`config.mk`:
```
export PLATFORM = sky130hd
export DESIGN_NAME = rcss_remote_cal
export DESIGN_NICKNAME = d
export VERILOG_FILES = /design/src/rcss_pkg.sv /design/src/rcss_uart.sv /design/src/rcss_remote_cal.sv
export VERILOG_INCLUDE_DIRS = /design/src
export SDC_FILE = /design/constraint.sdc
export NUM_CORES = 1
export LEC_CHECK = 0
export BUFFER_PORTS_ARGS = -buffer_cell sky130_fd_sc_hd__buf_2
export CAP_MARGIN = 10
export CORE_MARGIN = 2
export CORE_UTILIZATION = 40
export CTS_CLUSTER_SIZE = 16
export DETAILED_ROUTE_END_ITERATION = 6
export PLACE_DENSITY = 0.64
export SLEW_MARGIN = 40
export SYNTH_ARGS = -nofsm -noshare
export SYNTH_HDL_FRONTEND = slang
export SYNTH_SLANG_ARGS = --single-unit
```
`constraint.sdc`:
```
create_clock -name clk_i -period 10.7 [get_ports clk_i]
set_input_delay 1.07 -clock clk_i [delete_from_list [all_inputs] [get_ports clk_i]]
set_output_delay 1.07 -clock clk_i [all_outputs]
set_load 0.03 [all_outputs]
```
`src/rcss_map.svh`:
```
/*
  Constants of the remote calibration and serial status block: timing counts,
  serial framing, report layout and character codes.
  Assumes a 125 MHz device clock; included by its bare name.
*/
// Notes on behaviour
// - Busy contact closed during any calibration
// - Contact open: analyse, poll requests, accept one
// - Requests during calibration are dropped, never queued
// - Request still held at end restarts calibration
// - After last calibration, reopen contact, analyse
// - Four range relays, only active range closed
// - Status report every two seconds when enabled
// - Report order: conc, range, span, disabled, tripped
// - Every report item ends with CR LF
// - Span command plus enter starts span
// - Zero command plus enter starts zero
// - Toggle command inverts status report enable
// - Serial link 2400 baud, 8N1
// - Request input selects mode; release lets it end
`ifndef RCSS_MAP_SVH
`define RCSS_MAP_SVH

`define RCSS_CLK_HZ 125000000
`define RCSS_BAUD 2400
`define RCSS_BIT_CYCLES (`RCSS_CLK_HZ / `RCSS_BAUD)
`define RCSS_REPORT_MS 2000
`define RCSS_REPORT_CYCLES ((`RCSS_CLK_HZ / 1000) * `RCSS_REPORT_MS)
`define RCSS_DATA_BITS 8
`define RCSS_FRAME_BITS 10
`define RCSS_RANGES 4
`define RCSS_REPORT_LEN 5'h18
`define RCSS_STATUS_EN_RST 1'b1

`define RCSS_CHR_CR 8'h0D
`define RCSS_CHR_LF 8'h0A
`define RCSS_CHR_A 8'h61
`define RCSS_CHR_S 8'h73
`define RCSS_CHR_Z 8'h7A
`define RCSS_CHR_T 8'h74
`define RCSS_CHR_0 8'h30
`define RCSS_CHR_1 8'h31
`define RCSS_CHR_RNG 8'h52
`define RCSS_CHR_OFF 8'h44
`define RCSS_CHR_TRIP 8'h41

`endif

```
`src/rcss_pkg.sv`:
```
/*
  Types of the remote calibration and serial status block.
  Assumes rcss_map.svh supplies the numeric constants.
*/
package rcss_pkg;
  typedef logic [7:0] rcss_byte_t;
  typedef enum logic [1:0] {CAL_IDLE, CAL_ZERO, CAL_SPAN} rcss_cal_e;
  typedef enum logic [1:0] {RX_IDLE, RX_START, RX_DATA, RX_STOP} rcss_rx_e;
endpackage : rcss_pkg

```
`src/rcss_uart.sv`:
```
/*
  Asynchronous serial transmitter and receiver, 8 data bits, no parity,
  one stop bit, least significant bit first.
  Assumes rx_i is an unsynchronised pin and BIT_CYCLES clocks per bit.
*/
`timescale 1ns/100ps
`include "rcss_map.svh"
module rcss_uart
  import rcss_pkg::*;
#(
  parameter int BIT_CYCLES = `RCSS_BIT_CYCLES
) (
  // Clock and reset
  input wire logic clk_i,
  input wire logic reset_n_i,
  // Transmit side
  input wire logic tx_valid_i,
  input wire rcss_byte_t tx_data_i,
  output logic tx_ready_o,
  output logic tx_o,
  // Receive side
  input wire logic rx_i,
  output logic rx_valid_o,
  output rcss_byte_t rx_data_o
);
  localparam logic [31:0] BIT_LAST = 32'(BIT_CYCLES - 1);
  localparam logic [31:0] HALF_LAST = 32'(BIT_CYCLES / 2);

  logic tx_busy_reg, tx_busy_next;
  logic [9:0] tx_shift_reg, tx_shift_next;
  logic [3:0] tx_bits_reg, tx_bits_next;
  logic [31:0] tx_cnt_reg, tx_cnt_next;
  logic rx_meta_reg, rx_sync_reg;
  rcss_rx_e rx_state_reg, rx_state_next;
  logic [31:0] rx_cnt_reg, rx_cnt_next;
  logic [3:0] rx_bits_reg, rx_bits_next;
  rcss_byte_t rx_shift_reg, rx_shift_next;
  logic rx_valid_reg, rx_valid_next;

  assign tx_ready_o = ~tx_busy_reg;
  assign tx_o = tx_shift_reg[0];
  assign rx_valid_o = rx_valid_reg;
  assign rx_data_o = rx_shift_reg;

  // Transmit: start bit low, data LSB first, stop bit high
  always_comb begin
    tx_busy_next = tx_busy_reg;
    tx_shift_next = tx_shift_reg;
    tx_bits_next = tx_bits_reg;
    tx_cnt_next = tx_cnt_reg;
    if (!tx_busy_reg) begin
      if (tx_valid_i) begin
        tx_busy_next = 1'b1;
        tx_shift_next = {1'b1, tx_data_i, 1'b0};
        tx_bits_next = 4'h0;
        tx_cnt_next = 32'h0;
      end
    end else if (tx_cnt_reg == BIT_LAST) begin
      tx_cnt_next = 32'h0;
      tx_shift_next = {1'b1, tx_shift_reg[9:1]};
      if (tx_bits_reg == 4'(`RCSS_FRAME_BITS - 1)) begin
        tx_busy_next = 1'b0;
      end else begin
        tx_bits_next = tx_bits_reg + 4'h1;
      end
    end else begin
      tx_cnt_next = tx_cnt_reg + 32'h1;
    end
  end

  // Receive: confirm start at mid bit, then sample each bit at its middle
  always_comb begin
    rx_state_next = rx_state_reg;
    rx_cnt_next = rx_cnt_reg;
    rx_bits_next = rx_bits_reg;
    rx_shift_next = rx_shift_reg;
    rx_valid_next = 1'b0;
    case (rx_state_reg)
      RX_IDLE: begin
        rx_cnt_next = 32'h0;
        if (!rx_sync_reg) begin
          rx_state_next = RX_START;
        end
      end
      RX_START: begin
        if (rx_cnt_reg == HALF_LAST) begin
          rx_cnt_next = 32'h0;
          rx_bits_next = 4'h0;
          // A glitch shorter than half a bit is not a start bit
          rx_state_next = rx_sync_reg ? RX_IDLE : RX_DATA;
        end else begin
          rx_cnt_next = rx_cnt_reg + 32'h1;
        end
      end
      RX_DATA: begin
        if (rx_cnt_reg == BIT_LAST) begin
          rx_cnt_next = 32'h0;
          rx_shift_next = {rx_sync_reg, rx_shift_reg[7:1]};
          if (rx_bits_reg == 4'(`RCSS_DATA_BITS - 1)) begin
            rx_state_next = RX_STOP;
          end else begin
            rx_bits_next = rx_bits_reg + 4'h1;
          end
        end else begin
          rx_cnt_next = rx_cnt_reg + 32'h1;
        end
      end
      RX_STOP: begin
        if (rx_cnt_reg == BIT_LAST) begin
          rx_valid_next = rx_sync_reg; // Framing error drops the byte
          rx_state_next = RX_IDLE;
        end else begin
          rx_cnt_next = rx_cnt_reg + 32'h1;
        end
      end
      default: begin
        rx_state_next = RX_IDLE;
      end
    endcase
  end

  // Registers of both directions; the line idles high
  always_ff @(posedge clk_i or negedge reset_n_i) begin
    if (!reset_n_i) begin
      tx_busy_reg <= 1'b0;
      tx_shift_reg <= 10'h3FF;
      tx_bits_reg <= 4'h0;
      tx_cnt_reg <= 32'h0;
      rx_meta_reg <= 1'b1;
      rx_sync_reg <= 1'b1;
      rx_state_reg <= RX_IDLE;
      rx_cnt_reg <= 32'h0;
      rx_bits_reg <= 4'h0;
      rx_shift_reg <= 8'h00;
      rx_valid_reg <= 1'b0;
    end else begin
      tx_busy_reg <= tx_busy_next;
      tx_shift_reg <= tx_shift_next;
      tx_bits_reg <= tx_bits_next;
      tx_cnt_reg <= tx_cnt_next;
      rx_meta_reg <= rx_i;
      rx_sync_reg <= rx_meta_reg;
      rx_state_reg <= rx_state_next;
      rx_cnt_reg <= rx_cnt_next;
      rx_bits_reg <= rx_bits_next;
      rx_shift_reg <= rx_shift_next;
      rx_valid_reg <= rx_valid_next;
    end
  end
endmodule : rcss_uart

```
`src/rcss_remote_cal.sv`:
```
/*
  Remote calibration handshake, range indicator relays and serial status
  reporting with a three-command text interpreter.
  Assumes the analysis engine pulses cal_done_i at the end of a calibration
  and supplies the measurement values on the device clock.
*/
`timescale 1ns/100ps
`include "rcss_map.svh"
module rcss_remote_cal
  import rcss_pkg::*;
#(
  parameter int BIT_CYCLES = `RCSS_BIT_CYCLES,
  parameter int REPORT_CYCLES = `RCSS_REPORT_CYCLES
) (
  // Clock and reset
  input wire logic clk_i,
  input wire logic reset_n_i,
  // Remote calibration pins, asynchronous
  input wire logic zero_req_i,
  input wire logic span_req_i,
  // Calibration engine
  input wire logic cal_done_i,
  output logic cal_busy_o,
  output logic cal_zero_o,
  output logic cal_span_o,
  // Measurement values for the report
  input wire logic [1:0] range_sel_i,
  input wire logic [7:0] conc_pct_i,
  input wire logic [7:0] span_pct_i,
  input wire logic [1:0] alarm_off_report_i,
  input wire logic [1:0] alarm_tripped_report_i,
  // Relays and status
  output logic [`RCSS_RANGES-1:0] range_indicator_relay_o,
  output logic status_en_o,
  // Serial port
  input wire logic rx_i,
  output logic tx_o
);
  localparam logic [31:0] REPORT_LAST = 32'(REPORT_CYCLES - 1);

  logic zreq_meta_reg, zreq_sync_reg, sreq_meta_reg, sreq_sync_reg;
  rcss_cal_e cal_state_reg, cal_state_next;
  rcss_byte_t c0_reg, c0_next, c1_reg, c1_next;
  logic [1:0] len_reg, len_next;
  logic status_en_reg, status_en_next;
  logic [`RCSS_RANGES-1:0] relay_reg, relay_next;
  logic [31:0] timer_reg, timer_next;
  logic sending_reg, sending_next;
  logic [4:0] idx_reg, idx_next;
  logic [7:0] conc_snap_reg, conc_snap_next, span_snap_reg, span_snap_next;
  logic [1:0] rng_snap_reg, rng_snap_next;
  logic [1:0] off_snap_reg, off_snap_next, trip_snap_reg, trip_snap_next;
  logic rx_valid;
  rcss_byte_t rx_data;
  logic tx_ready, tx_valid;
  rcss_byte_t tx_data;
  logic cmd_end, span_cmd, zero_cmd, toggle_cmd;

  rcss_uart #(
    .BIT_CYCLES(BIT_CYCLES)
  ) u_uart (
    .clk_i(clk_i),
    .reset_n_i(reset_n_i),
    .tx_valid_i(tx_valid),
    .tx_data_i(tx_data),
    .tx_ready_o(tx_ready),
    .tx_o(tx_o),
    .rx_i(rx_i),
    .rx_valid_o(rx_valid),
    .rx_data_o(rx_data)
  );

  // Command decode: exactly two characters followed by the enter terminator
  assign cmd_end = rx_valid && (rx_data == `RCSS_CHR_CR) && (len_reg == 2'h2);
  assign span_cmd = cmd_end && (c1_reg == `RCSS_CHR_A) && (c0_reg == `RCSS_CHR_S);
  assign zero_cmd = cmd_end && (c1_reg == `RCSS_CHR_A) && (c0_reg == `RCSS_CHR_Z);
  assign toggle_cmd = cmd_end && (c1_reg == `RCSS_CHR_S) && (c0_reg == `RCSS_CHR_T);

  // Character history; a line feed after enter is ignored
  always_comb begin
    c0_next = c0_reg;
    c1_next = c1_reg;
    len_next = len_reg;
    if (rx_valid) begin
      if (rx_data == `RCSS_CHR_CR) begin
        len_next = 2'h0;
      end else if (rx_data != `RCSS_CHR_LF) begin
        c1_next = c0_reg;
        c0_next = rx_data;
        len_next = (len_reg == 2'h3) ? 2'h3 : len_reg + 2'h1;
      end
    end
  end

  // Calibration sequencer; commands and pins are only heard while idle
  always_comb begin
    cal_state_next = cal_state_reg;
    case (cal_state_reg)
      CAL_IDLE: begin
        // Contact open: requests polled and taken; zero wins a tie
        if (zreq_sync_reg || zero_cmd) begin
          cal_state_next = CAL_ZERO;
        end else if (sreq_sync_reg || span_cmd) begin
          cal_state_next = CAL_SPAN;
        end
      end
      CAL_ZERO, CAL_SPAN: begin
        // New requests are not looked at here, so none is remembered
        // Back to idle; a still-held request restarts it next cycle
        if (cal_done_i) begin
          cal_state_next = CAL_IDLE;
        end
      end
      default: begin
        cal_state_next = CAL_IDLE;
      end
    endcase
  end

  // Contact and mode outputs follow the sequencer state directly
  assign cal_busy_o = (cal_state_reg != CAL_IDLE);
  assign cal_zero_o = (cal_state_reg == CAL_ZERO);
  assign cal_span_o = (cal_state_reg == CAL_SPAN);
  assign status_en_o = status_en_reg;
  assign range_indicator_relay_o = relay_reg;

  // One relay per range in ascending order, only the active one closed
  generate
    for (genvar g = 0; g < `RCSS_RANGES; g++) begin : g_relay
      assign relay_next[g] = (range_sel_i == 2'(g));
    end
  endgenerate

  // Report enable toggles on each toggle command and holds otherwise
  assign status_en_next = toggle_cmd ? ~status_en_reg : status_en_reg;

  // ASCII digit of a value below ten
  function automatic rcss_byte_t rcss_digit(input logic [7:0] v);
    rcss_digit = `RCSS_CHR_0 + v;
  endfunction : rcss_digit

  // Byte of the report at a position; each item closes with CR LF
  function automatic rcss_byte_t rcss_report_byte(input logic [4:0] i,
      input logic [7:0] conc, input logic [1:0] rng, input logic [7:0] span,
      input logic [1:0] off, input logic [1:0] trip);
    case (i)
      5'h00: rcss_report_byte = rcss_digit(conc / 8'h64);
      5'h01: rcss_report_byte = rcss_digit((conc / 8'h0A) % 8'h0A);
      5'h02: rcss_report_byte = rcss_digit(conc % 8'h0A);
      5'h05: rcss_report_byte = `RCSS_CHR_RNG;
      5'h06: rcss_report_byte = `RCSS_CHR_1 + {6'h00, rng};
      5'h09: rcss_report_byte = rcss_digit(span / 8'h64);
      5'h0A: rcss_report_byte = rcss_digit((span / 8'h0A) % 8'h0A);
      5'h0B: rcss_report_byte = rcss_digit(span % 8'h0A);
      5'h0E: rcss_report_byte = `RCSS_CHR_OFF;
      5'h0F: rcss_report_byte = rcss_digit({7'h00, off[1]});
      5'h10: rcss_report_byte = rcss_digit({7'h00, off[0]});
      5'h13: rcss_report_byte = `RCSS_CHR_TRIP;
      5'h14: rcss_report_byte = rcss_digit({7'h00, trip[1]});
      5'h15: rcss_report_byte = rcss_digit({7'h00, trip[0]});
      5'h03, 5'h07, 5'h0C, 5'h11, 5'h16: rcss_report_byte = `RCSS_CHR_CR;
      default: rcss_report_byte = `RCSS_CHR_LF;
    endcase
  endfunction : rcss_report_byte

  // Report bytes are offered to the transmitter while a report is running
  assign tx_valid = sending_reg;
  assign tx_data = rcss_report_byte(idx_reg, conc_snap_reg, rng_snap_reg, span_snap_reg,
                                    off_snap_reg, trip_snap_reg);

  // Two-second period timer and report sequencer; values are frozen at the
  // start so that one report never mixes two measurements
  always_comb begin
    timer_next = (timer_reg == REPORT_LAST) ? 32'h0 : timer_reg + 32'h1;
    sending_next = sending_reg;
    idx_next = idx_reg;
    conc_snap_next = conc_snap_reg;
    rng_snap_next = rng_snap_reg;
    span_snap_next = span_snap_reg;
    off_snap_next = off_snap_reg;
    trip_snap_next = trip_snap_reg;
    if (!sending_reg) begin
      // A report still running at the tick is not restarted; at 2400 baud
      // one report takes about 0.1 s, far inside the period
      if ((timer_reg == REPORT_LAST) && status_en_reg) begin
        sending_next = 1'b1;
        idx_next = 5'h00;
        conc_snap_next = conc_pct_i;
        rng_snap_next = range_sel_i;
        span_snap_next = span_pct_i;
        off_snap_next = alarm_off_report_i;
        trip_snap_next = alarm_tripped_report_i;
      end
    end else if (tx_ready) begin
      if (idx_reg == `RCSS_REPORT_LEN - 5'h01) begin
        sending_next = 1'b0;
      end else begin
        idx_next = idx_reg + 5'h01;
      end
    end
  end

  // State registers; request pins pass two flip-flops first
  always_ff @(posedge clk_i or negedge reset_n_i) begin
    if (!reset_n_i) begin
      zreq_meta_reg <= 1'b0;
      zreq_sync_reg <= 1'b0;
      sreq_meta_reg <= 1'b0;
      sreq_sync_reg <= 1'b0;
      cal_state_reg <= CAL_IDLE;
      c0_reg <= 8'h00;
      c1_reg <= 8'h00;
      len_reg <= 2'h0;
      status_en_reg <= `RCSS_STATUS_EN_RST;
      relay_reg <= '0;
      timer_reg <= 32'h0;
      sending_reg <= 1'b0;
      idx_reg <= 5'h00;
      conc_snap_reg <= 8'h00;
      rng_snap_reg <= 2'h0;
      span_snap_reg <= 8'h00;
      off_snap_reg <= 2'h0;
      trip_snap_reg <= 2'h0;
    end else begin
      zreq_meta_reg <= zero_req_i;
      zreq_sync_reg <= zreq_meta_reg;
      sreq_meta_reg <= span_req_i;
      sreq_sync_reg <= sreq_meta_reg;
      cal_state_reg <= cal_state_next;
      c0_reg <= c0_next;
      c1_reg <= c1_next;
      len_reg <= len_next;
      status_en_reg <= status_en_next;
      relay_reg <= relay_next;
      timer_reg <= timer_next;
      sending_reg <= sending_next;
      idx_reg <= idx_next;
      conc_snap_reg <= conc_snap_next;
      rng_snap_reg <= rng_snap_next;
      span_snap_reg <= span_snap_next;
      off_snap_reg <= off_snap_next;
      trip_snap_reg <= trip_snap_next;
    end
  end
endmodule : rcss_remote_cal

```
# Yosys cells after proc, flatten, opt, wreduce, memory -nomap -nowiden
# Index checks and enable logic that the tools add are counted.
dict set report totals {
  output_inout_bits 9
  word_cells 192
  input_bits 28
  reg_bits 185
}
dict set report classes {
  div 8
  reduce_logical 31
  muxes 48
  n_eq_ne 55
  n_bitwise 3
  n_addsub 18
}
# op count
set op_table {}
lappend op_table {{$mux 32} 7}
lappend op_table {{$pmux 32 s4} 1}
lappend op_table {{$pmux 8 s15} 1}
lappend op_table {{$add 32x1->32 const B} 3}
lappend op_table {{$eq 32x16->1 const B} 2}
lappend op_table {{$add 6x8->8 const A} 6}
lappend op_table {{$eq 8x7->1 const B} 5}
lappend op_table {{$eq 5x5->1 const B} 7}
lappend op_table {{$eq 32x15->1 const B} 1}
lappend op_table {{$eq 32x28->1 const B} 1}
lappend op_table {{$mod 8x4->8 const B} 4}
lappend op_table {{$eq 5x4->1 const B} 6}
lappend op_table {{$mux 10} 3}
lappend op_table {{$add 6x1->7 const A} 4}
lappend op_table {{$mux 4} 7}
lappend op_table {{$mux 2} 12}
lappend op_table {{$mux 5} 4}
lappend op_table {{$div 8x4->8 const B} 2}
lappend op_table {{$div 8x7->8 const B} 2}
lappend op_table {{$ne 2x2->1 const B} 8}
lappend op_table {{$eq 5x3->1 const B} 3}
lappend op_table {{$eq 2x2->1 const B} 7}
lappend op_table {{$eq 5x2->1 const B} 2}
lappend op_table {{$mux 1} 10}
lappend op_table {{27 further kinds} 55}

# Logic depth before layout (Yosys ltp)
# Gate-level depths: netlist (run 1).
dict set report logic_depth {
  word_depth 9
  mapped_depth 24
  mapped_depth_nobuf 20
}

# By module
# A second synthesis (run 1) with hierarchy kept.
dict set report unflattened {
  hier_cells 1300
  hier_area_um2 11360.9
}
# module cells_per_inst area_each_um2 seq_area_each_um2 n_inst
set modules_own_cells {}
lappend modules_own_cells {rcss_remote_cal 765 6272.3 2228.4 1}
lappend modules_own_cells {rcss_uart 535 5088.6 2391.0 1}

# Worst setup path before layout (run 1)
# No wires, ideal clock.
dict set report synth_path {
  path_kind {reg2reg}
  from {register conc_snap_reg[3]}
  to {register u_uart.tx_shift_reg[8]}
  arrival_ns 4.927
  path_buffers 4
  setup_time_ns 0.090
  path_slack_ns 5.683
  t_required_ns 10.610
  synth_period_minus_slack_ns 5.017
  stages_incl_launch_ff 24
  path_cell_list {dfrtp_1 -> clkbuf_1 -> clkbuf_1 -> inv_1 -> ha_1 -> o2111ai_1 -> o211ai_1 -> o31ai_2 -> a21oi_4 -> buf_6 -> o21ai_1 -> clkbuf_1 -> ha_1 -> a21boi_2 -> nand3_1 -> o21a_1 -> nor3_1 -> a21oi_1 -> ha_1 -> o21ai_0 -> o31ai_1 -> a211oi_1 -> xor2_1 -> a21oi_1}
}
dict set report synth_via {
  elab_chain_len 6
  word_cells_on_any_way 10
  cone_classes {add/sub: 3; div: 4; mux: 3}
}
# item line_no
set synth_rtl {}
lappend synth_rtl {{start, declared} rcss_remote_cal.sv:50} ;# logic [7:0] conc_snap_reg, conc_snap_next, span_snap_reg, span_snap_next;
lappend synth_rtl {{start signal, assigned} rcss_remote_cal.sv:238} ;# conc_snap_reg <= conc_snap_next;
lappend synth_rtl {{$div 8x4->8} rcss_remote_cal.sv:148} ;# 5'h01: rcss_report_byte = rcss_digit((conc / 8'h0A) % 8'h0A);
lappend synth_rtl {{$mod 8x4->8} rcss_remote_cal.sv:148}
lappend synth_rtl {{$add 6x8->8 (no source line)} -}
lappend synth_rtl {{$pmux 8 s15 *} rcss_remote_cal.sv:146} ;# case (i)
lappend synth_rtl {{$mux 10 *} rcss_uart.sv:52} ;# if (tx_valid_i) begin
lappend synth_rtl {{$mux 10 *} rcss_uart.sv:51} ;# if (!tx_busy_reg) begin
lappend synth_rtl {{end signal, assigned} rcss_uart.sv:138} ;# tx_shift_reg <= tx_shift_next;
lappend synth_rtl {{end, declared} rcss_uart.sv:30} ;# logic [9:0] tx_shift_reg, tx_shift_next;
# Mark *: on every way between the ends. The rest lies on a longest branch, timed or not. The select of a mux whose other input is x is not followed.
# A chain may end at the register's enable or synchronous reset.

# Final worst setup path (run 1)
dict set report layout_path {
  from {register conc_snap_reg[3]}
  to {register u_uart.tx_shift_reg[6]}
}
# Same word-level chain as after synthesis.

==> results.md, run 1 <==
* Final GP Congestion at 0.887
* Number of synthesized register bits at 184
* Die width at 174 µm
* Total number of vias at 9685
* FF-to-FF setup slack at 5.68 ns
* Fmax at 0.199 GHz
* CTS Buffer Depth at 2
* Fin. Hold Viols at 0
* CP required at 11.07 ns
* Syn_nets at 1390
* Initial antenna violation count at 0
* Post_cts resized at 0
* Worst VDD drop at 110 µV
* Total CTS buffers at 17
* TNS Setup at 0 ns
* Initial DRC Count at 675
* Pins Over Slew Limit at 0
* Htree depth at 4
* FFs w/ async S/R, synth at 100%
* Worst Hold Launch: zreq_meta_reg$_DFF_PN0_
* Mapped Area at 11600 µm²
* Crit share post-route at 46.9%
* Final wirelength at 26200 µm
* Final setup viols at 0
* Gr usage total at 17.5%
* Yosys cell types at 98
* TritonCTS clock tree: yes
* Top FF cell, synth: dfrtp_1
* Die Y-Extent at 174 µm
* Fillers at 2768
* IO Count at 37
* Global route total overflow at 0
* CTS root buffer: clkbuf_16
* Critical path data arrival time at 5.39 ns
* Initial Utilization at 40.6%
* Worst setup EP type: flip-flop
* Clock transition at path regs at 0.09 ns
* Drt drc at 0
* Antenna cells at 0
* Final #Nets at 1388
* Detailed Routing Iterations Pass 1 at 5
* Cell Rows at 62
* Leakage at 0.00554 µW
* Share of layout cells above drive strength 1 at 12.1%
* Worst reg2reg endpoint: u_uart.tx_shift_reg[6]$_DFFE_PN1P_
* Max-Cap Viols at 0
* Power per cell area at 110 nW/µm²
* RSZ-0062 raised after global routing: no
* Worst-Margin Slew at 0.754 ns
* Fin crit period at 5.02 ns
* Place WS at 5.08 ns
* Die ar. at 30400 µm²
* Run status: finished clean
* Vias in the first global route at 9027
* Clk_lat worst skew at 0.45 ns
* Crit path max fanout at 25
* Hold path cells at 0
* Post-synth EDFFs at 0
* First-pass GRT wire length at 44900 µm
* # hold bufs at CTS at 0
* Worst Setup Path Type: reg -> reg
* Setup Skew at 0.0204 ns
* PortBufs at 36
* Hold EP: zreq_sync_reg$_DFF_PN0_
* Post-CTS Setup Bufs at 0
* Layout area overhead at 9.28%
* Mean post-synth cell area at 8.76 µm²
* Drt via density at 5.63
* Reg-to-Reg Start: conc_snap_reg[3]$_DFFE_PN0P_
* CP Launch Type: flip-flop
* Detail Placement HPWL at 17900 µm
* Core area at 28600 µm²
* HP Class: reg -> reg
* Ys Warns at 0
* Final setup margin at 5.68 ns
* Pin count of the biggest net entering global routing at 109
* Avg WL per Cell at 15.2 µm
* TritonCTS Sinks at 184
* Cells after Synth at 1326
* Slew HR at 49.2%
* Worst r2r path cells at 18
* Sequential-to-total area share from yosys stat at 39.8%
* Antenna-violating nets left at 0
## synth_stat cells, types with 19 or more instances
cell	instances	area, µm²
mux2_2	25	282
dfrtp_1	172	4300
inv_1	43	161
a31oi_1	19	119
ha_1	36	450
xnor2_1	29	254
o21ai_0	94	470
nand3_1	52	260
nand2_1	142	533
xor2_1	58	508
nor3_1	25	125
and3_1	28	175
nor2_1	145	544
a21oi_1	62	310
nand4_1	35	219
clkbuf_1	50	188
nor4_1	20	125
## placed cells by master, fill, tap and decap left out, types with 6 or more instances in the layout
| master | n |
|---|---|
| a31oi_1 | 19 |
| nand2b_1 | 13 |
| nor4_1 | 18 |
| nor2b_1 | 15 |
| o211ai_1 | 6 |
| a21oi_1 | 62 |
| nand4_1 | 35 |
| or3_1 | 17 |
| a211oi_1 | 8 |
| nor3_1 | 25 |
| mux2i_1 | 9 |
| nand3b_1 | 7 |
| inv_1 | 43 |
| and2_1 | 11 |
| buf_4 | 8 |
| buf_2 | 35 |
| and3_1 | 28 |
| a22o_1 | 10 |
| clkbuf_16 | 18 |
| a21o_1 | 10 |
| xor2_1 | 58 |
| dfstp_2 | 12 |
| or2_2 | 8 |
| dfrtp_1 | 171 |
| o21a_1 | 6 |
| xnor2_1 | 29 |
| nor2_1 | 143 |
| nand2_1 | 142 |
| mux2_2 | 25 |
| and4_1 | 7 |
| o22ai_1 | 7 |
| o31ai_1 | 10 |
| o21ai_0 | 94 |
| ha_1 | 36 |
| a2111oi_0 | 6 |
| nand3_1 | 52 |
## worst max-delay path by stage
stage	start	end	slack, ns	cells past startpoint
after floorplan	conc_snap_reg[3]$_DFFE_PN0P_	u_uart.tx_shift_reg[8]$_DFFE_PN1P_	5.68	23
after global placement	conc_snap_reg[3]$_DFFE_PN0P_	u_uart.tx_shift_reg[8]$_DFFE_PN1P_	5.26	19
after detailed placement	conc_snap_reg[3]$_DFFE_PN0P_	u_uart.tx_shift_reg[8]$_DFFE_PN1P_	5.08	19
final	conc_snap_reg[3]$_DFFE_PN0P_	u_uart.tx_shift_reg[6]$_DFFE_PN1P_	5.68	18
after global routing	conc_snap_reg[5]$_DFFE_PN0P_	u_uart.tx_shift_reg[8]$_DFFE_PN1P_	5.12	18
after CTS	conc_snap_reg[3]$_DFFE_PN0P_	u_uart.tx_shift_reg[8]$_DFFE_PN1P_	5.08	19
## cell type report
class / count / area, µm² / area share [%]
multi-input cells: 1032 / 6570 / 51.8
flip-flops and latches: 184 / 4620 / 36.4
repair buffers: 45 / 272 / 2.14
clock buffers: 17 / 425 / 3.35
clock inverters: 14 / 159 / 1.25
well taps: 384 / 480 / 3.78
inverters: 44 / 165 / 1.30
## routing by layer
layer	vias to the layer above	part of all wire, %	GRT usage [%]
met5	-	0	0
met3	24	3.8	3.00
met4	0	1.2	4.03
met1	4697	49	25.2
li1	4763	-	-
met2	201	46	27.6
## worst max-delay path, cell delays in order (launching register included)
cell,delay (ns)
dfrtp_2,0.68
inv_1,0.27
ha_1,0.29
nor2_1,0.29
o211ai_1,0.25
o31ai_2,0.43
a21oi_4,0.21
a21oi_1,0.31
o211ai_2,0.17
nor3_4,0.35
xor2_1,0.17
ha_1,0.22
maj3_2,0.29
a22oi_1,0.20
and3_1,0.19
o31a_1,0.18
nand2_1,0.08
xor2_1,0.14
o221a_1,0.23
## kinds of logic (layout without fill, tap and decap cells)
family	Yosys count	count (layout)	synth area share, %
AND/OR/NAND/NOR	563	563	24.7
AO/OA/AOI/OAI	309	309	17.7
flip-flops	184	184	39.8
buffers and inverters	110	120	3.92
XOR/XNOR	87	87	6.56
adder cells (fa/ha/maj)	39	39	4.15
multiplexers	34	34	3.20
## power by group
group          total [µW]  switching (µW)  internal, µW
Combinational        58.3            41.0          17.3
Sequential            704            3.35           701
Clock                 632             320           312
## stage by stage
step / cell area (µm²) / hold WS [ns] / util, % / std cells / total power [µW]
4_1_cts: 12700 / 0.352 / 44.3 / 1720 / 1420
3_5_place_dp: 12100 / 0.335 / 42.3 / 1689 / 778
6_report: 12700 / 0.350 / 44.4 / 1720 / 1390
2_1_floorplan: 11600 / 0.331 / - / 1326 / 749
5_1_grt: 12700 / 0.366 / 44.4 / 1720 / 1450
3_3_place_gp: 12100 / 0.336 / 42.2 / 1689 / 776
Power figures use the tool's default switching activity.
==> run 2, diff against run 1 <==
- clock period: 10.7 -> 4.8 ns (I/O delays scaled with it)
==> run 2 against run 1 <==
Net effect:
- final cell count is 0.81% higher
- largest cell class unchanged
- critical path type unchanged
- clock skew is 0.0061 ns lower
- wire length is 0.13% lower
- largest power group unchanged
- register-to-register slack worse by 5.4 ns
- setup slack worse by 5.4 ns
==> results.md, run 2 (synthesis results as in run 1) <==
* Clk_lat worst skew at 0.44 ns
* Worst reg2reg endpoint: u_uart.tx_shift_reg[8]$_DFFE_PN1P_
* TNS Setup at 0 ns
* CTS Buffer Depth at 2
* Worst VDD drop at 195 µV
* Die width at 174 µm
* Fin. Hold Viols at 0
* Fin crit period at 4.49 ns
* Share of layout cells above drive strength 1 at 12.7%
* Global route total overflow at 0
* Initial Utilization at 40.6%
* IO Count at 37
* Sw power at 776 µW
* Max-Cap Viols at 0
* Core area at 28600 µm²
* Gr usage total at 17.2%
* Final GP Congestion at 0.923
* Die Y-Extent at 174 µm
* Critical path data arrival time at 4.84 ns
* Drt via density at 5.58
* CP Launch Type: flip-flop
* CTS root buffer: clkbuf_16
* Initial DRC Count at 758
* Slew HR at 50.8%
* Run status: finished clean
* Worst-Margin Slew at 0.738 ns
* Detail Placement HPWL at 18100 µm
* Worst Setup Path Type: reg -> reg
* FF-to-FF setup slack at 0.31 ns
* Detailed Routing Iterations Pass 1 at 5
* # hold bufs at CTS at 0
* Leakage at 0.00560 µW
* Clock power frac at 45.4%
* Setup Skew at 0.0143 ns
* Antenna-violating nets left at 0
* Crit path max fanout at 16
* Total CTS buffers at 17
* Clock transition at path regs at 0.08 ns
* Crit share post-route at 93.6%
* Cell Rows at 62
* Commonest cells after routing, fill and taps aside: 172 x dfrtp_1, 144 x nor2_1, 142 x nand2_1
* P_int at 2340 µW
* Final #Nets at 1401
* Final setup viols at 0
* Switch share at 24.9%
* Pins Over Slew Limit at 0
* Worst setup EP type: flip-flop
* Power per cell area at 244 nW/µm²
* Initial antenna violation count at 0
* Avg WL per Cell at 15.1 µm
* HP Class: in -> async
* Fmax at 0.223 GHz
* TritonCTS clock tree: yes
* Total number of vias at 9678
* Vias in the first global route at 8904
* Drt drc at 0
* First-pass GRT wire length at 44200 µm
* Most common cell after layout, fill and taps aside: dfrtp_1
* Layout area overhead at 10.1%
* Reg-to-Reg Start: conc_snap_reg[5]$_DFFE_PN0P_
* Htree depth at 4
* Antenna cells at 0
* Worst r2r path cells at 20
* Final setup margin at 0.308 ns
* CP required at 5.15 ns
* Post_cts resized at 0
* RSZ-0062 raised after global routing: no
* TritonCTS Sinks at 184
* Die ar. at 30400 µm²
* Comb pwr share at 4.2%
* PortBufs at 36
* Final wirelength at 26100 µm
* Pin count of the biggest net entering global routing at 131
* Reg power frac at 50.4%
* Fillers at 2760
* Place WS at 0.409 ns
==> run 2: per-layer routing <==
metal / wire (µm) / track usage, % / vias up
met4: 397 / 4.80 / 0
met1: 13000 / 25.4 / 4649
met5: 0 / 0 / -
met2: 11900 / 26.3 / 204
li1: - / - / 4799
met3: 818 / 2.65 / 26
==> run 2: power by group through the flow <==
stage / Combinational (µW) / Sequential (µW) / Clock (µW)
floorplan: 67.5 / 1600 / 0
detailed placement: 136 / 1600 / 0
CTS: 136 / 1570 / 1460
global route: 150 / 1570 / 1520
global placement: 131 / 1600 / 0
finish: 132 / 1570 / 1410
==> run 2: timing repair <==
action                     in CTS  in global routing
buffers inserted                0                  0
hold endpoints to repair        0                  0
setup endpoints to repair       0                  1
==> run 2: through the flow <==
step	utilization [%]	instances	total power, µW	area, µm²	hold WS, ns
after floorplan	-	1326	1670	11600	0.184
after global placement	42.5	1702	1730	12200	0.336
after detailed placement	42.6	1702	1740	12200	0.335
after CTS	44.6	1734	3170	12800	0.0903
after global routing	44.7	1734	3240	12800	0.0906
final	44.7	1734	3120	12800	0.0406
==> run 2: area by class of cell <==
class	instances	area, µm²	share of cell area [%]
inverters	44	165	1.29
well taps	384	480	3.76
multi-input cells	1032	6560	51.3
repair buffers	58	365	2.86
clock inverters	15	168	1.31
flip-flops and latches	184	4620	36.1
clock buffers	17	425	3.33
==> run 2: critical path: stages (launching register included) <==
cell and delay [ns]:
dfrtp_1 0.50, inv_1 0.13, ha_1 0.39, o2111ai_1 0.16, o211ai_1 0.31, o31ai_2 0.19
a21oi_4 0.42, buf_4 0.20, and3_1 0.25, nor4_1 0.07, o21a_1 0.24, o21a_1 0.20
nor3_1 0.17, a21oi_1 0.10, ha_1 0.20, o32a_1 0.15, o211ai_1 0.11, nand2_1 0.13
a31oi_1 0.22, xor2_1 0.17, a21oi_1 0.08
==> run 2: worst max-delay path by stage <==
stage,from,endpoint,slack (ns),depth (start not counted)
2_1_floorplan,conc_snap_reg[3]$_DFFE_PN0P_,u_uart.tx_shift_reg[8]$_DFFE_PN1P_,0.12,23
3_3_place_gp,conc_snap_reg[5]$_DFFE_PN0P_,u_uart.tx_shift_reg[8]$_DFFE_PN1P_,0.53,20
3_5_place_dp,conc_snap_reg[5]$_DFFE_PN0P_,u_uart.tx_shift_reg[8]$_DFFE_PN1P_,0.41,20
4_1_cts,conc_snap_reg[5]$_DFFE_PN0P_,u_uart.tx_shift_reg[8]$_DFFE_PN1P_,0.37,20
5_1_grt,conc_snap_reg[5]$_DFFE_PN0P_,u_uart.tx_shift_reg[8]$_DFFE_PN1P_,0.007,20
6_report,conc_snap_reg[5]$_DFFE_PN0P_,u_uart.tx_shift_reg[8]$_DFFE_PN1P_,0.31,20
